===== src/verilog/audio_port_defs.svh =====
`ifndef AUDIO_PORT_DEFS_SVH
`define AUDIO_PORT_DEFS_SVH

// ****************************************************************
// Register byte offsets (low 12 address bits)
// ****************************************************************
`define OFS_CLK_CTRL    12'h000
`define OFS_CODEC_CFG   12'h004
`define OFS_AUX_CFG     12'h008
`define OFS_STATUS      12'h00c

// ****************************************************************
// Field positions and reset values
// ****************************************************************
`define CK_SRC_LSB      0
`define CK_FORCE_BIT    2
`define CK_REF_BIT      3
`define CK_CTRL_RST     4'h2
`define SRC_MAN_PLL     2'h1
`define PC_ROLE_BIT     0
`define PC_FMT_LSB      1
`define PC_SPD_LSB      3
`define PC_DIV_LSB      5
`define PC_AUXSRC_BIT   8
`define PC_CFG_RST      9'h020
`define ST_ON_PLL       0
`define ST_LOCK         1
`define ST_PEND         2

// ****************************************************************
// Frame and slot counts, in bit clock periods
// ****************************************************************
`define OFF_NORM_LAST   5'h1f
`define OFF_OLM_LAST    5'h13
`define WLEN_NORM       5'h18
`define WLEN_OLM        5'h14
`define DLY_I2S         5'h01
`define DLY_RJ          5'h08
`define FRAME_NORM_LAST 7'h3f
`define FRAME_OLM_LAST  7'h7f
`define HALF_NORM       7'h20
`define HALF_OLM        7'h40
`define SLOT_IDLE       3'h6
`define EXT_BIT_LAST    6'h17

`endif


===== src/verilog/audio_port_pkg.sv =====
package audio_port_pkg;

  // Serial data formats
  typedef enum logic [1:0] {
    FMT_LJ  = 2'b00,
    FMT_I2S = 2'b01,
    FMT_RJ  = 2'b10,
    FMT_OLM = 2'b11
  } fmt_e;

  // Speed modes; code 11 acts as single speed
  typedef enum logic [1:0] {
    SPD_SINGLE = 2'b00,
    SPD_DOUBLE = 2'b01,
    SPD_QUAD   = 2'b10,
    SPD_RSVD   = 2'b11
  } speed_e;

  // Master clock multiplexer states
  typedef enum logic [1:0] {
    MUX_EXT    = 2'b00,
    MUX_PLL    = 2'b01,
    MUX_TO_EXT = 2'b10,
    MUX_TO_PLL = 2'b11
  } mux_e;

endpackage


===== src/verilog/audio_port_clocking.sv =====
// Decided for this implementation: the register addresses and the AHB-Lite slave port.
`timescale 1ns/1ps
`include "audio_port_defs.svh"

// ****************************************************************
// One serial port: clock generation or sampling, transmit, receive
// ****************************************************************
module serial_port (
  // Clock and reset
  input  wire logic                   ref_clk,
  input  wire logic                   rst_n,
  // Configuration
  input  wire logic                   mclk_rise,
  input  wire logic                   master,
  input  wire audio_port_pkg::fmt_e   fmt,
  input  wire audio_port_pkg::speed_e spd,
  input  wire logic [2:0]             bclk_half,
  input  wire logic [143:0]           tx_words,
  // Pins
  input  wire logic                   bclk_in,
  output logic                        bclk_out,
  output logic                        bclk_oe,
  input  wire logic                   fclk_in,
  output logic                        fclk_out,
  output logic                        fclk_oe,
  input  wire logic [3:0]             din,
  output logic                        dout,
  // Received words and timing strobes
  output logic [95:0]                 rx_data,
  output logic [2:0]                  rx_slot,
  output logic                        rx_valid,
  output logic                        bit_rise,
  output logic                        frame_edge,
  output logic                        frame_lvl
);
  import audio_port_pkg::*;

  typedef struct packed {
    logic [5:0]   s1;
    logic [5:0]   s2;
    logic [5:0]   s3;
    logic [5:0]   flt;
    logic         bq;
    logic         fq;
    logic [2:0]   divc;
    logic [6:0]   fbit;
    logic         pb;
    logic         pf;
    logic [4:0]   off;
    logic [2:0]   slot;
    logic [143:0] words;
    logic         dout;
    logic [95:0]  sh;
    logic [95:0]  rxd;
    logic [2:0]   rxs;
    logic         rxv;
  } port_s;

  port_s s_r;
  port_s s_nxt;

  // Bit position inside the sample word: {valid, index from MSB}
  function automatic logic [5:0] bit_pos(input logic [4:0] off, input logic [2:0] slot,
                                         input logic [4:0] dly, input logic [4:0] wlen);
    logic [4:0] k;
    k = off - dly;
    bit_pos = {(off >= dly) && (k < wlen) && (slot < `SLOT_IDLE), k};
  endfunction

  // Next state of the whole port
  always_comb
  begin
    logic       single_line_mode;
    logic       i2s;
    logic [4:0] dly;
    logic [4:0] wlen;
    logic [6:0] flast;
    logic [6:0] half;
    logic       b;
    logic       f;
    logic       brise;
    logic       bfall;
    logic       fedge;
    logic       start;
    logic [5:0] tpos;
    logic [5:0] rpos;
    logic [7:0] widx;
    logic [23:0] word;
    s_nxt = s_r;
    single_line_mode   = (fmt == FMT_OLM) && (spd != SPD_QUAD);
    i2s   = (fmt == FMT_I2S);
    dly   = i2s ? `DLY_I2S : ((fmt == FMT_RJ) ? `DLY_RJ : 5'h00);
    wlen  = single_line_mode ? `WLEN_OLM : `WLEN_NORM;
    flast = single_line_mode ? `FRAME_OLM_LAST : `FRAME_NORM_LAST;
    half  = single_line_mode ? `HALF_OLM : `HALF_NORM;
    // Three-stage pin synchroniser, level taken when stages two and three agree
    s_nxt.s1 = {din, fclk_in, bclk_in};
    s_nxt.s2 = s_r.s1;
    s_nxt.s3 = s_r.s2;
    for (int i = 0; i < 6; i++)
    begin
      if (s_r.s2[i] == s_r.s3[i])
        s_nxt.flt[i] = s_r.s3[i];
    end
    // Master role: bit and frame clocks divided from the master clock
    if (!master)
    begin
      s_nxt.bq   = 1'b0;
      s_nxt.fq   = 1'b0;
      s_nxt.divc = 3'h0;
      s_nxt.fbit = flast;
    end
    else if (mclk_rise)
    begin
      if (s_r.divc == bclk_half)
      begin
        s_nxt.divc = 3'h0;
        s_nxt.bq   = ~s_r.bq;
        if (s_r.bq)
        begin
          s_nxt.fbit = (s_r.fbit >= flast) ? 7'h00 : s_r.fbit + 7'h01;
          s_nxt.fq   = (s_nxt.fbit < half) ^ i2s;
        end
      end
      else
        s_nxt.divc = s_r.divc + 3'h1;
    end
    // Effective clock levels and their edges
    b     = master ? s_r.bq : s_r.flt[0];
    f     = master ? s_r.fq : s_r.flt[1];
    brise = b & ~s_r.pb;
    bfall = ~b & s_r.pb;
    fedge = f ^ s_r.pf;
    s_nxt.pb = b;
    s_nxt.pf = f;
    // Frame clock edge restarts the slot; left start latches new words
    start = f ^ i2s;
    if (fedge && (!single_line_mode || f))
    begin
      s_nxt.off  = 5'h00;
      s_nxt.slot = (single_line_mode || start) ? 3'h0 : 3'h1;
      if (single_line_mode || start)
        s_nxt.words = tx_words;
    end
    else if (bfall)
    begin
      if (single_line_mode && (s_r.off == `OFF_OLM_LAST))
      begin
        s_nxt.off  = 5'h00;
        s_nxt.slot = (s_r.slot < `SLOT_IDLE) ? s_r.slot + 3'h1 : `SLOT_IDLE;
      end
      else if (s_r.off != `OFF_NORM_LAST)
        s_nxt.off = s_r.off + 5'h01;
    end
    // Transmit MSB first on the falling bit clock edge
    tpos = bit_pos(s_nxt.off, s_nxt.slot, dly, wlen);
    widx = tpos[5] ? ({5'h00, s_nxt.slot} * 8'h18) : 8'h00;
    word = s_nxt.words[widx +: 24];
    if (fedge || bfall)
      s_nxt.dout = tpos[5] & word[5'h17 - tpos[4:0]];
    // Receive on the rising bit clock edge, MSB aligned
    rpos      = bit_pos(s_r.off, s_r.slot, dly, wlen);
    s_nxt.rxv = 1'b0;
    if (brise && rpos[5])
    begin
      for (int l = 0; l < 4; l++)
      begin
        s_nxt.sh[l*24 +: 24] = {s_r.sh[l*24 +: 23], s_r.flt[2+l]};
        if (rpos[4:0] == wlen - 5'h01)
          s_nxt.rxd[l*24 +: 24] = single_line_mode ? {s_r.sh[l*24 +: 19], s_r.flt[2+l], 4'h0}
                                      : {s_r.sh[l*24 +: 23], s_r.flt[2+l]};
      end
      if (rpos[4:0] == wlen - 5'h01)
      begin
        s_nxt.rxv = 1'b1;
        s_nxt.rxs = s_r.slot;
      end
    end
  end

  // State register
  always_ff @(posedge ref_clk or negedge rst_n)
  begin
    if (!rst_n)
      s_r <= '0;
    else
      s_r <= s_nxt;
  end

  // Pin and strobe outputs
  assign bclk_out   = s_r.bq & master; // Low at once when the role drops
  assign bclk_oe    = master;
  assign fclk_out   = s_r.fq & master;
  assign fclk_oe    = master;
  assign dout       = s_r.dout;
  assign rx_data    = s_r.rxd;
  assign rx_slot    = s_r.rxs;
  assign rx_valid   = s_r.rxv;
  assign bit_rise   = (master ? s_r.bq : s_r.flt[0]) & ~s_r.pb;
  assign frame_lvl  = master ? s_r.fq : s_r.flt[1];
  assign frame_edge = frame_lvl ^ s_r.pf;

endmodule // serial_port

// ****************************************************************
// Top: register slave, master clock selection, two serial ports
// ****************************************************************
module audio_port_clocking (
  // Clock and reset
  input  wire logic        ref_clk,
  input  wire logic        rst_n,
  // AHB-Lite slave
  input  wire logic        hsel,
  input  wire logic [31:0] haddr,
  input  wire logic [1:0]  htrans,
  input  wire logic        hwrite,
  input  wire logic [2:0]  hsize,
  input  wire logic [31:0] hwdata,
  input  wire logic        hready,
  output logic             hreadyout,
  output logic             hresp,
  output logic [31:0]      hrdata,
  // Master clock sources
  input  wire logic        ext_master_clk_in,
  input  wire logic        pll_clk_in,
  input  wire logic        pll_lock_in,
  output logic             mclk_out,
  output logic             pll_frame_ref_sel,
  output logic             force_lock_bit,
  // Codec port pins
  input  wire logic        codec_port_bit_clk_in,
  output logic             codec_port_bit_clk_out,
  output logic             codec_port_bit_clk_oe,
  input  wire logic        codec_port_frame_clk_in,
  output logic             codec_port_frame_clk_out,
  output logic             codec_port_frame_clk_oe,
  input  wire logic        codec_data_in_1,
  input  wire logic        codec_data_in_2,
  input  wire logic        codec_data_in_3,
  input  wire logic        codec_data_in_4,
  output logic             codec_data_out,
  input  wire logic        ext_conv_in_1,
  input  wire logic        ext_conv_in_2,
  // Aux port pins
  input  wire logic        aux_port_bit_clk_in,
  output logic             aux_port_bit_clk_out,
  output logic             aux_port_bit_clk_oe,
  input  wire logic        aux_port_frame_clk_in,
  output logic             aux_port_frame_clk_out,
  output logic             aux_port_frame_clk_oe,
  output logic             aux_data_out,
  // Sample sources
  input  wire logic [23:0] adc1_sample,
  input  wire logic [23:0] adc2_sample,
  input  wire logic [23:0] spdif_left,
  input  wire logic [23:0] spdif_right,
  // Received DAC samples
  output logic [23:0]      dac_data_1,
  output logic [23:0]      dac_data_2,
  output logic [23:0]      dac_data_3,
  output logic [23:0]      dac_data_4,
  output logic [2:0]       dac_slot,
  output logic             dac_valid
);
  import audio_port_pkg::*;

  typedef struct packed {
    logic [4:0]  s1;
    logic [4:0]  s2;
    logic [4:0]  s3;
    logic [4:0]  flt;
    mux_e        mux;
    logic        mclk;
    logic        wr_pend;
    logic [11:0] waddr;
    logic [31:0] rdata;
    logic [3:0]  ck;
    logic [7:0]  cc;
    logic [8:0]  ac;
    logic [5:0]  eoff;
    logic [47:0] esh;
    logic [95:0] ext;
  } top_s;

  top_s s_r;
  top_s s_nxt;

  logic [143:0] codec_words;
  logic [143:0] aux_words;
  logic [95:0]  codec_rx;
  logic         c_bit_rise;
  logic         c_frame_edge;
  logic         c_frame_lvl;
  logic         want_pll;
  logic         ext_lvl;
  logic         pll_lvl;

  // ****************************************************************
  // Words offered to each port, slot 0 in the low bits
  // ****************************************************************
  assign codec_words = {s_r.ext, adc2_sample, adc1_sample};
  assign aux_words   = s_r.ac[`PC_AUXSRC_BIT]
                       ? {s_r.ext, adc2_sample, adc1_sample}
                       : {s_r.ext, spdif_right, spdif_left};

  // Filtered clock levels and source wanted
  assign ext_lvl  = s_r.flt[0];
  assign pll_lvl  = s_r.flt[1];
  assign want_pll = (s_r.ck[1:0] == `SRC_MAN_PLL) ||
                    (s_r.ck[1] && (s_r.flt[2] || s_r.ck[`CK_FORCE_BIT]));

  // Next state: synchronisers, clock mux, bus, external converter capture
  always_comb
  begin
    logic        aphase;
    logic        lane_bit;
    logic        ext_fall;
    logic        pll_fall;
    s_nxt    = s_r;
    aphase   = hsel && htrans[1] && hready;
    lane_bit = 1'b0;
    ext_fall = 1'b0;
    pll_fall = 1'b0;
    // Three-stage synchronisers for clocks, lock and converter lines
    s_nxt.s1 = {ext_conv_in_2, ext_conv_in_1, pll_lock_in, pll_clk_in, ext_master_clk_in};
    s_nxt.s2 = s_r.s1;
    s_nxt.s3 = s_r.s2;
    for (int i = 0; i < 5; i++)
    begin
      if (s_r.s2[i] == s_r.s3[i])
        s_nxt.flt[i] = s_r.s3[i];
    end
    // Filtered clock levels that fall at the coming edge
    ext_fall = ext_lvl & ~s_nxt.flt[0];
    pll_fall = pll_lvl & ~s_nxt.flt[1];
    // Master clock mux; a change lands with the old clock low and the new
    // one just falling, so the merged low phase is never cut short
    unique case (s_r.mux)
      MUX_EXT:
      begin
        s_nxt.mclk = ext_lvl;
        if (want_pll)
          s_nxt.mux = MUX_TO_PLL;
      end
      MUX_TO_PLL:
      begin
        s_nxt.mclk = ext_lvl;
        if (!want_pll)
          s_nxt.mux = MUX_EXT;
        else if (!ext_lvl && pll_fall)
        begin
          s_nxt.mux  = MUX_PLL;
          s_nxt.mclk = 1'b0;
        end
      end
      MUX_PLL:
      begin
        s_nxt.mclk = pll_lvl;
        if (!want_pll)
          s_nxt.mux = MUX_TO_EXT;
      end
      MUX_TO_EXT:
      begin
        s_nxt.mclk = pll_lvl;
        if (want_pll)
          s_nxt.mux = MUX_PLL;
        else if (!pll_lvl && ext_fall)
        begin
          s_nxt.mux  = MUX_EXT;
          s_nxt.mclk = 1'b0;
        end
      end
    endcase
    // Bus write in the data phase
    if (s_r.wr_pend)
    begin
      unique case (s_r.waddr)
        `OFS_CLK_CTRL:  s_nxt.ck = hwdata[3:0];
        `OFS_CODEC_CFG: s_nxt.cc = hwdata[7:0];
        `OFS_AUX_CFG:   s_nxt.ac = hwdata[8:0];
        default:        s_nxt.ck = s_r.ck;
      endcase
    end
    // Bus address phase; read data registered for the data phase
    s_nxt.wr_pend = aphase && hwrite;
    s_nxt.waddr   = haddr[11:0];
    if (aphase && !hwrite)
    begin
      unique case (haddr[11:0])
        `OFS_CLK_CTRL:  s_nxt.rdata = {28'h0, s_r.ck};
        `OFS_CODEC_CFG: s_nxt.rdata = {24'h0, s_r.cc};
        `OFS_AUX_CFG:   s_nxt.rdata = {23'h0, s_r.ac};
        `OFS_STATUS:    s_nxt.rdata = {29'h0, s_r.mux[1], s_r.flt[2], s_r.mux == MUX_PLL};
        default:        s_nxt.rdata = 32'h0;
      endcase
    end
    // External converter lines: left-justified 24 bits on codec port clocks
    if (c_frame_edge)
      s_nxt.eoff = 6'h00;
    else if (c_bit_rise)
    begin
      if (s_r.eoff <= `EXT_BIT_LAST)
      begin
        for (int l = 0; l < 2; l++)
        begin
          lane_bit = s_r.flt[3+l];
          s_nxt.esh[l*24 +: 24] = {s_r.esh[l*24 +: 23], lane_bit};
          if (s_r.eoff == `EXT_BIT_LAST)
          begin
            if (c_frame_lvl)
              s_nxt.ext[l*48 +: 24] = {s_r.esh[l*24 +: 23], lane_bit};
            else
              s_nxt.ext[l*48+24 +: 24] = {s_r.esh[l*24 +: 23], lane_bit};
          end
        end
      end
      if (s_r.eoff != 6'h3f)
        s_nxt.eoff = s_r.eoff + 6'h01;
    end
  end

  // State register
  always_ff @(posedge ref_clk or negedge rst_n)
  begin
    if (!rst_n)
    begin
      s_r     <= '0;
      s_r.ck  <= `CK_CTRL_RST;
      s_r.cc  <= 8'(`PC_CFG_RST);
      s_r.ac  <= `PC_CFG_RST;
      s_r.mux <= MUX_EXT;
    end
    else
      s_r <= s_nxt;
  end

  // ****************************************************************
  // Serial ports, each with its own role, format and speed
  // ****************************************************************
  serial_port u_codec (
    .ref_clk    (ref_clk),
    .rst_n      (rst_n),
    .mclk_rise  (s_nxt.mclk & ~s_r.mclk),
    .master     (s_r.cc[`PC_ROLE_BIT]),
    .fmt        (fmt_e'(s_r.cc[`PC_FMT_LSB +: 2])),
    .spd        (speed_e'(s_r.cc[`PC_SPD_LSB +: 2])),
    .bclk_half  (s_r.cc[`PC_DIV_LSB +: 3]),
    .tx_words   (codec_words),
    .bclk_in    (codec_port_bit_clk_in),
    .bclk_out   (codec_port_bit_clk_out),
    .bclk_oe    (codec_port_bit_clk_oe),
    .fclk_in    (codec_port_frame_clk_in),
    .fclk_out   (codec_port_frame_clk_out),
    .fclk_oe    (codec_port_frame_clk_oe),
    .din        ({codec_data_in_4, codec_data_in_3, codec_data_in_2, codec_data_in_1}),
    .dout       (codec_data_out),
    .rx_data    (codec_rx),
    .rx_slot    (dac_slot),
    .rx_valid   (dac_valid),
    .bit_rise   (c_bit_rise),
    .frame_edge (c_frame_edge),
    .frame_lvl  (c_frame_lvl)
  );

  serial_port u_aux (
    .ref_clk    (ref_clk),
    .rst_n      (rst_n),
    .mclk_rise  (s_nxt.mclk & ~s_r.mclk),
    .master     (s_r.ac[`PC_ROLE_BIT]),
    .fmt        (fmt_e'(s_r.ac[`PC_FMT_LSB +: 2])),
    .spd        (speed_e'(s_r.ac[`PC_SPD_LSB +: 2])),
    .bclk_half  (s_r.ac[`PC_DIV_LSB +: 3]),
    .tx_words   (aux_words),
    .bclk_in    (aux_port_bit_clk_in),
    .bclk_out   (aux_port_bit_clk_out),
    .bclk_oe    (aux_port_bit_clk_oe),
    .fclk_in    (aux_port_frame_clk_in),
    .fclk_out   (aux_port_frame_clk_out),
    .fclk_oe    (aux_port_frame_clk_oe),
    .din        (4'h0),
    .dout       (aux_data_out),
    .rx_data    (),
    .rx_slot    (),
    .rx_valid   (),
    .bit_rise   (),
    .frame_edge (),
    .frame_lvl  ()
  );

  // Output wiring
  assign dac_data_1        = codec_rx[23:0];
  assign dac_data_2        = codec_rx[47:24];
  assign dac_data_3        = codec_rx[71:48];
  assign dac_data_4        = codec_rx[95:72];
  assign mclk_out          = s_r.mclk;
  assign pll_frame_ref_sel = s_r.ck[`CK_REF_BIT];
  assign force_lock_bit    = s_r.ck[`CK_FORCE_BIT];
  assign hreadyout         = 1'b1;
  assign hresp             = 1'b0;
  assign hrdata            = s_r.rdata;

endmodule // audio_port_clocking


===== config.mk =====
export PLATFORM = sky130hd
export DESIGN_NAME = audio_port_clocking
export DESIGN_NICKNAME = d
export VERILOG_FILES = /design/src/verilog/audio_port_pkg.sv /design/src/verilog/audio_port_clocking.sv
export VERILOG_INCLUDE_DIRS = /design/src /design/src/verilog
export SDC_FILE = /design/constraint.sdc
export NUM_CORES = 2
export LEC_CHECK = 0
export BUFFER_PORTS_ARGS = -buffer_cell sky130_fd_sc_hd__buf_2
export CAP_MARGIN = 20
export CORE_AREA = 8 8 326 328
export CTS_BUF_LIST = sky130_fd_sc_hd__clkbuf_4
export DETAILED_ROUTE_END_ITERATION = 10
export DIE_AREA = 0 0 334 336
export HOLD_SLACK_MARGIN = 0.05
export MAX_ROUTING_LAYER = met4
export PLACE_DENSITY = 0.61
export SLEW_MARGIN = 20
export SYNTH_ARGS = -nofsm -noshare
export SYNTH_HDL_FRONTEND = slang
export SYNTH_SLANG_ARGS = --single-unit
export TNS_END_PERCENT = 5

===== constraint.sdc =====
create_clock -name ref_clk -period 9.4 [get_ports ref_clk]
set_input_delay 0.47 -clock ref_clk [delete_from_list [all_inputs] [get_ports ref_clk]]
set_output_delay 0.47 -clock ref_clk [all_outputs]
set_load 0.1 [all_outputs]

# --- After elaboration in Yosys (flattened, before gate mapping) ---
# Index checks and enable logic that the tools add are counted.
word_totals:
  ff_bits: 800
  latchBits: 0
  ram_bits: 0
  rom_bits: 0
  inputBits: 183
  out_inout_bits: 147
  memories: 0
op_classes:
  add_sub_neg: 15
  n_mul: 2
  n_div: 0
  order_cmp: 17
  eq_ne: 49
  n_shift: 2
  n_mux: 83
  bitwise_logic: 28
  n_reduce_logical: 51
ops:
  columns: ["operator", "count"]
  rows:
  - ["144-bit 2-to-1 mux", 5]
  - ["144-bit by 9-bit variable part select with 24-bit output", 2]
  - ["24-bit 2-to-1 mux", 8]
  - ["150-bit 2-to-1 mux", 1]
  - ["48-bit 2-to-1 mux", 3]
  - ["7-bit 2-to-1 mux", 10]
  - ["12-bit 2-to-1 mux", 4]
  - ["8-bit 2-to-1 mux", 6]
  - ["12-bit by 4-bit equality test with 1-bit output, second input constant", 3]
  - ["9-bit case mux with 4 select lines", 1]
  - ["5-bit 2-to-1 mux", 6]
  - ["12-bit by 3-bit equality test with 1-bit output, second input constant", 2]
  - ["12-bit logical NOT", 2]
  - ["3-bit 2-to-1 mux", 8]
  - ["1-bit logical AND", 20]
  - ["1-bit 2-to-1 mux", 16]
  - ["4-bit 2-to-1 mux", 4]
  - ["5-bit greater-or-equal comparator", 3]
  - ["5-bit less-than comparator", 3]
  - ["5-bit subtractor", 3]
  - ["7-bit by 1-bit adder with 7-bit output, second input constant", 2]
  - ["7-bit greater-or-equal comparator", 2]
  - ["7-bit less-than comparator", 2]
  - ["2-bit AND reduction", 7]
  - ["other kinds (35)", 124]

# --- Depth between registers and ports, before layout ---
logic_depth:
  ltp_word: 15
  depth_mapped: 26

# --- Cells and area by module ---
# From an unflattened synthesis, not the netlist that was laid out.
hier_totals:
  hier_cells: 4847
  area_unflattened_um2: 49974.2
by_module_without_submodules:
  columns: ["module", "n_inst", "cells_each", "area_per_inst_um2", "seq_area_each_um2"]
  rows:
  - ["serial_port (u_aux)", 1, 2142, 20629.8, 9584.2]
  - ["serial_port (u_codec)", 1, 2124, 20438.4, 9584.2]
  - ["audio_port_clocking", 1, 581, 8906.0, 5358.9]

# --- Worst setup path before layout ---
# No wires, ideal clock.
synth_timing:
  path_type: "register -> register"
  startpoint: "reg s_r[159] (netlist bit)"
  endpoint: "reg u_codec.s_r (netlist bit u_codec.dout)"
  setup_time_ns: 0.110
  arrival_time_ns: 5.824
  setup_slack_ns: 3.466
  stages_incl_launch_ff: 23
  n_path_buf: 6
  cell_sequence: "dfrtp_1 > buf_2 > mux2_4 > inv_1 > ha_1 > and2_1 > clkbuf_1 > a31o_2 > clkbuf_1 > inv_1 > buf_2 > buf_2 > clkbuf_1 > ha_1 > fa_1 > nor2_1 > o211ai_1 > or3_1 > o2111ai_1 > o311a_1 > a311oi_1 > o311a_1 > o41ai_1"
synth_lines:
  columns: ["element", "line_no", "rtl"]
  rows:
  - ["from (decl)", "audio_port_clocking.sv:285", "top_s s_r;"]
  - ["from (signal assigned)", "audio_port_clocking.sv:434", "s_r <= s_nxt;"]
  - ["to (signal assigned)", "audio_port_clocking.sv:187", "s_r <= s_nxt;"]
  - ["to (decl)", "audio_port_clocking.sv:59", "port_s s_r;"]

# --- Worst setup path after layout ---
layout_timing:
  startpoint: "reg s_r[150] (netlist bit)"
  endpoint: "reg u_aux.s_r (netlist bit u_aux.dout)"
layout_between:
  elab_chain_len: 14
layout_lines:
  columns: ["element", "line_no", "rtl"]
  rows:
  - ["1-bit 2-to-1 mux", null, null]
  - ["1-bit NOT", "audio_port_clocking.sv:132", "bfall = ~b & s_r.pb;"]
  - ["1-bit bitwise AND", "audio_port_clocking.sv:132", null]
  - ["8-bit 2-to-1 mux", "audio_port_clocking.sv:145", "else if (bfall)"]
  - ["8-bit 2-to-1 mux", "audio_port_clocking.sv:138", "if (fedge && (!single_line_mode || f))"]
  - ["5-bit subtractor", "audio_port_clocking.sv:66", "k = off - dly;"]
  - ["5-bit less-than comparator", "audio_port_clocking.sv:67", "bit_pos = {(off >= dly) && (k < wlen) && (slot < `SLOT_IDLE), k};"]
  - ["1-bit logical AND (2 in series)", "audio_port_clocking.sv:67", null]
  - ["8-bit 2-to-1 mux", "audio_port_clocking.sv:157", "widx = tpos[5] ? ({5'h00, s_nxt.slot} * 8'h18) : 8'h00;"]
  - ["144-bit by 9-bit variable part select with 24-bit output", "audio_port_clocking.sv:158", "word = s_nxt.words[widx +: 24];"]
  - ["1-bit binary-select mux with 5-bit select", "audio_port_clocking.sv:160", "s_nxt.dout = tpos[5] & word[5'h17 - tpos[4:0]];"]
  - ["1-bit 2-to-1 mux (not written as such)", "audio_port_clocking.sv:160", null]
  - ["1-bit bitwise AND", "audio_port_clocking.sv:160", null]
  - ["to (signal assigned)", "audio_port_clocking.sv:187", null]
  - ["to (decl)", "audio_port_clocking.sv:59", null]
# Parallel ways exist; a longest one is shown, timed or not. The select of a mux whose other input is x is not followed.
# A chain may end at the register's enable or synchronous reset.

==> results summary <==
The die covers 112200 sq um. The first-pass GRT wire length is 209000 um. The number of rows created at floorplan came out at 117. Along the worst path, the maximum fanout reaches 28. Clock latency on the worst-skew pair, taken at its later pin, is 1080 ps. The number of antenna violations at the first check in global routing is 6. The worst setup path is launched from a flip-flop. The weighted congestion at the end of routability-driven global placement came out at 1.003.

The count of vias placed by the detailed router is 32010. The number of global-route vias before repair was 31410. The final setup violation count is 0. The final count of hold timing violations is 0.

The synthesized design contains 772 register bits. The signal on the critical path passes through mux2i_1 > o21a_1 > nand2_1 > or2_2 > ha_1 > and3_1 > xnor2_1 > ha_1 > nor3_1 > a21boi_0 > nor3_2 > a211oi_2 > buf_4 > nand2_2 > buf_4 > o22ai_1 > a2111oi_0 > a21oi_1 > o211ai_1 > a311oi_1 > o41ai_2. The largest stage delay on the critical path came out at 980 ps. The worst reg-to-reg path cell count is 21.

The design draws 9.896 mW. In the synthesized netlist the async set-or-reset flop fraction comes to 100.0%. The die extent in x came out at 334 um. The category of the worst setup path capture point is a flip-flop. In this run the vertical extent of the chip is 336 um. Across the run, the number of max-cap violations was 0. The share of the synthesized netlist area taken by xor and xnor gates came out at 0.7892%. In this run the clock root is driven by a sky130_fd_sc_hd__clkbuf_4.

The count of boundary I/O pins came out at 330. The number of vias per cell after detailed routing came out at 5.581. The count of buffers from port buffering is 257. The capture endpoint of the worst hold path is s_r[154]$_DFFE_PN0P_. The part of the Yosys area used for sequential elements is 48.36%. The launch instance of the worst min-delay path is hwdata[4]. The pre-antenna-repair detailed-routing pass consisted of 6 iterations. The worst register-to-register path begins at s_r[150]$_DFFE_PN0P_.

Once the floorplan was initialized, standard cells occupied 39.55% of the core. The total wirelength of the detailed-routed design came out at 140100 um. The routed wirelength normalized by instance count came out at 24.43 um.

By area, the combinational part of the netlist is dominated by multiplexers. For the pin with the worst max-slew slack, the measured transition is 1158 ps. The number of design rule violations left after detail routing came out at 0. Setup repair after global routing left no endpoint under its margin.

The filler cells instantiated in the layout total 9682. The remaining antenna violation count came out at 0. The buffer levels on the longest clock path came out at 3. The minimum hold slack is 210.3 ps. From synthesis to final layout, the design area changed by 15.20%. The number of buffers inserted by post-CTS setup repair came out at 0.

The count of unique library cells instantiated by Yosys came out at 102. The number of CTS-inserted buffers is 203. The portion of the clock cycle consumed by the worst path in the final layout is 79.33%. The remaining global-route overflow is 0. After the first detailed-routing iteration, the DRC count stood at 3061.

The cell at the slowest stage of the critical path is sky130_fd_sc_hd__a2111oi_0. The half-perimeter wire length after placement is 101500 um. TritonCTS built the clock tree. The mean instance size in the synthesized netlist is 10.19 sq um. Counting every sink on the clock net gives 772. The number of slew-limit violations in the final report is 0.

The level count of the clock H-tree came out at 4. The signal arrival time at the worst endpoint is 8420 ps. Setup total negative slack on the finished layout was measured at 0 ps. The depth of the worst hold-timing path came out at 3. The reported leakage power is 23.58 nW.

The post-route netlist has 23.16% of its cells at a drive strength greater than 1. In this run the power density over the cells is 215.0 nW/um^2. Yosys mapped a number of flops with a built-in enable equal to 0. The count of yosys warnings during synthesis is 0. The clock-pin transition on the worst setup and hold timing paths is 70 ps. The portion of netlist area occupied by mux cells came out at 18.48%. The minimum setup slack among reg-to-reg paths is 1940 ps. The worst flop-to-flop path endpoint is u_aux.dout$_DFFE_PN0P_. The worst max-slew margin expressed relative to the limit came out at 20.83%.

The achievable frequency is 134.1 MHz. The critical path starts at s_r[150]$_DFFE_PN0P_. Summing the areas of all fa, ha and maj instances in the mapped netlist gives 1.491% of the synthesized area. The count of mapped cells out of synthesis is 3921.

The synthesized-area fraction occupied by and/or/nand/nor cells is 10.80%. The flow ran to the end, and the final reports show no timing, DRC or antenna violations. The worst-case IR drop observed on VDD is 0.00009310 V. The core outline area came out at 101000 sq um. The tightest min-delay check is of the input pin to flip-flop type. Data on the critical path is required at its endpoint by 10360 ps. The synthesized netlist devotes 13.03% of its cell area to compound gates. The synthesized area is 39950 sq um. The global-route usage over all layers is 25.16%. The largest net degree at the start of global routing is 189. Clock skew on the completed layout was measured at 60.62 ps.

The critical path is of the flip-flop to flip-flop type. The final net count is 4506. The clock period minus final worst setup slack came out at 7457 ps. Among all flip-flop cells after synthesis, the most frequent one is sky130_fd_sc_hd__dfrtp_1.
==> report_power, final <==
part / internal (mW) / switching, mW
Sequential: 3.61 / 0.219
Combinational: 1.01 / 2.09
Clock: 1.55 / 1.41
==> layout make-up <==
type                            instances  area, sq um  area share [%]
Sequential cell                       772        19320           41.98
Antenna cell                            6        15.01         0.03262
Clock buffer                          289         2170           4.714
Clock inverter                         50        405.4          0.8808
Tap cell                             1309         1638           3.559
Inverter                              210        788.3           1.713
Timing Repair Buffer                  509         3690           8.017
Multi-Input combinational cell       2591        18000           39.10
==> how the worst max path moves through the flow <==
stage                               endpoint  slack (ps)  depth (start not counted)
floorplan           u_codec.dout$_DFFE_PN0P_        3470                         22
global placement      u_aux.dout$_DFFE_PN0P_        2070                         20
detailed placement    u_aux.dout$_DFFE_PN0P_        2040                         20
CTS                   u_aux.dout$_DFFE_PN0P_        1930                         20
global route          u_aux.dout$_DFFE_PN0P_        1260                         20
finish                u_aux.dout$_DFFE_PN0P_        1940                         21
==> routing by layer <==
layer  vias to the layer above  share of wire [%]  global-route usage (%)
met5                         -                  0                       -
met2                      1370                 43                   36.01
met4                         0                3.3                   8.942
met1                     15910                 45                   34.95
met3                       208                8.5                   5.704
li1                      14520                  -                       -
==> synth_stat cells, types with 20 or more instances <==
library cell,number,area share (%)
sky130_fd_sc_hd__buf_1,37,0.35
sky130_fd_sc_hd__nor4_1,22,0.34
sky130_fd_sc_hd__o221ai_1,20,0.44
sky130_fd_sc_hd__o21ai_0,232,2.9
sky130_fd_sc_hd__xor2_1,20,0.44
sky130_fd_sc_hd__inv_1,207,1.9
sky130_fd_sc_hd__o211ai_1,54,1.0
sky130_fd_sc_hd__dfrtp_1,769,48
sky130_fd_sc_hd__a31oi_1,27,0.42
sky130_fd_sc_hd__buf_4,146,2.7
sky130_fd_sc_hd__nand3_1,40,0.50
sky130_fd_sc_hd__a221oi_1,20,0.44
sky130_fd_sc_hd__mux2_2,293,8.3
sky130_fd_sc_hd__nor2_1,194,1.8
sky130_fd_sc_hd__buf_2,48,0.60
sky130_fd_sc_hd__clkbuf_1,137,1.3
sky130_fd_sc_hd__nor3_1,42,0.53
sky130_fd_sc_hd__ha_1,34,1.1
sky130_fd_sc_hd__a21oi_1,161,2.0
sky130_fd_sc_hd__mux2i_1,378,9.5
sky130_fd_sc_hd__nand2_1,596,5.6
sky130_fd_sc_hd__a211oi_1,46,0.86
sky130_fd_sc_hd__o22ai_1,42,0.66
==> critical path: cells and delay by family, from the launching register on <==
family	cells	cell delay, ps
buf+inv	2	570
simple gates	6	1700
xor+xnor	1	480
compound gates	9	2710
mux	1	580
flops	1	710
fa+ha+maj	2	530
==> sequential cells by signal, summed over array words and instances (netlist names), 3 cells and up <==
signal / count
hrdata: 9
u_aux.s_r: 170
u_codec.rx_data: 96
s_r: 94
u_aux.s_nxt: 4
codec_words: 96
s_nxt: 10
u_codec.s_nxt: 12
u_codec.s_r: 270
u_codec.rx_slot: 3
==> layout by cell type (no fill, tap or decap), types with 42 or more instances in the layout <==
cell and instances:
sky130_fd_sc_hd__buf_4 82, sky130_fd_sc_hd__mux2i_1 378, sky130_fd_sc_hd__dlygate4sd3_1 163, sky130_fd_sc_hd__nor3_1 42
sky130_fd_sc_hd__a211oi_1 46, sky130_fd_sc_hd__dfrtp_1 768, sky130_fd_sc_hd__o211ai_1 54, sky130_fd_sc_hd__o22ai_1 42
sky130_fd_sc_hd__inv_1 205, sky130_fd_sc_hd__nand2_1 594, sky130_fd_sc_hd__clkbuf_4 289, sky130_fd_sc_hd__o21ai_0 231
sky130_fd_sc_hd__nor2_1 192, sky130_fd_sc_hd__mux2_2 293, sky130_fd_sc_hd__buf_2 256, sky130_fd_sc_hd__a21oi_1 161
==> repair_timing <==
item | 4_1_cts | 5_1_grt
gates resized for setup | 0 | 0
hold buffers | 164 | 0
endpoints found under the hold margin | 352 | 0
==> through the flow <==
| step | worst slack [ps] | cells | area (sq um) | util, % |
|---|---|---|---|---|
| 2_1_floorplan | 3466 | 3944 | 40040 | - |
| 3_3_place_gp | 2068 | 5226 | 41740 | 41.33 |
| 3_5_place_dp | 2037 | 5226 | 41750 | 41.33 |
| 4_1_cts | 1930 | 5729 | 45980 | 45.52 |
| 5_1_grt | 1258 | 5735 | 46020 | 45.56 |
| 6_report | 1943 | 5736 | 46030 | 45.57 |
==> cells by family after synthesis <==
kind of cell               Yosys count
AOI/OAI and AO/OA                  786
buffers and inverters              581
xor gates and xnor gates            36
adders and majority gates           49
DFF                                772
and+or+nand+nor                   1010
other                                2
muxes                              685
Note: power is estimated with default switching activity, not from simulation.
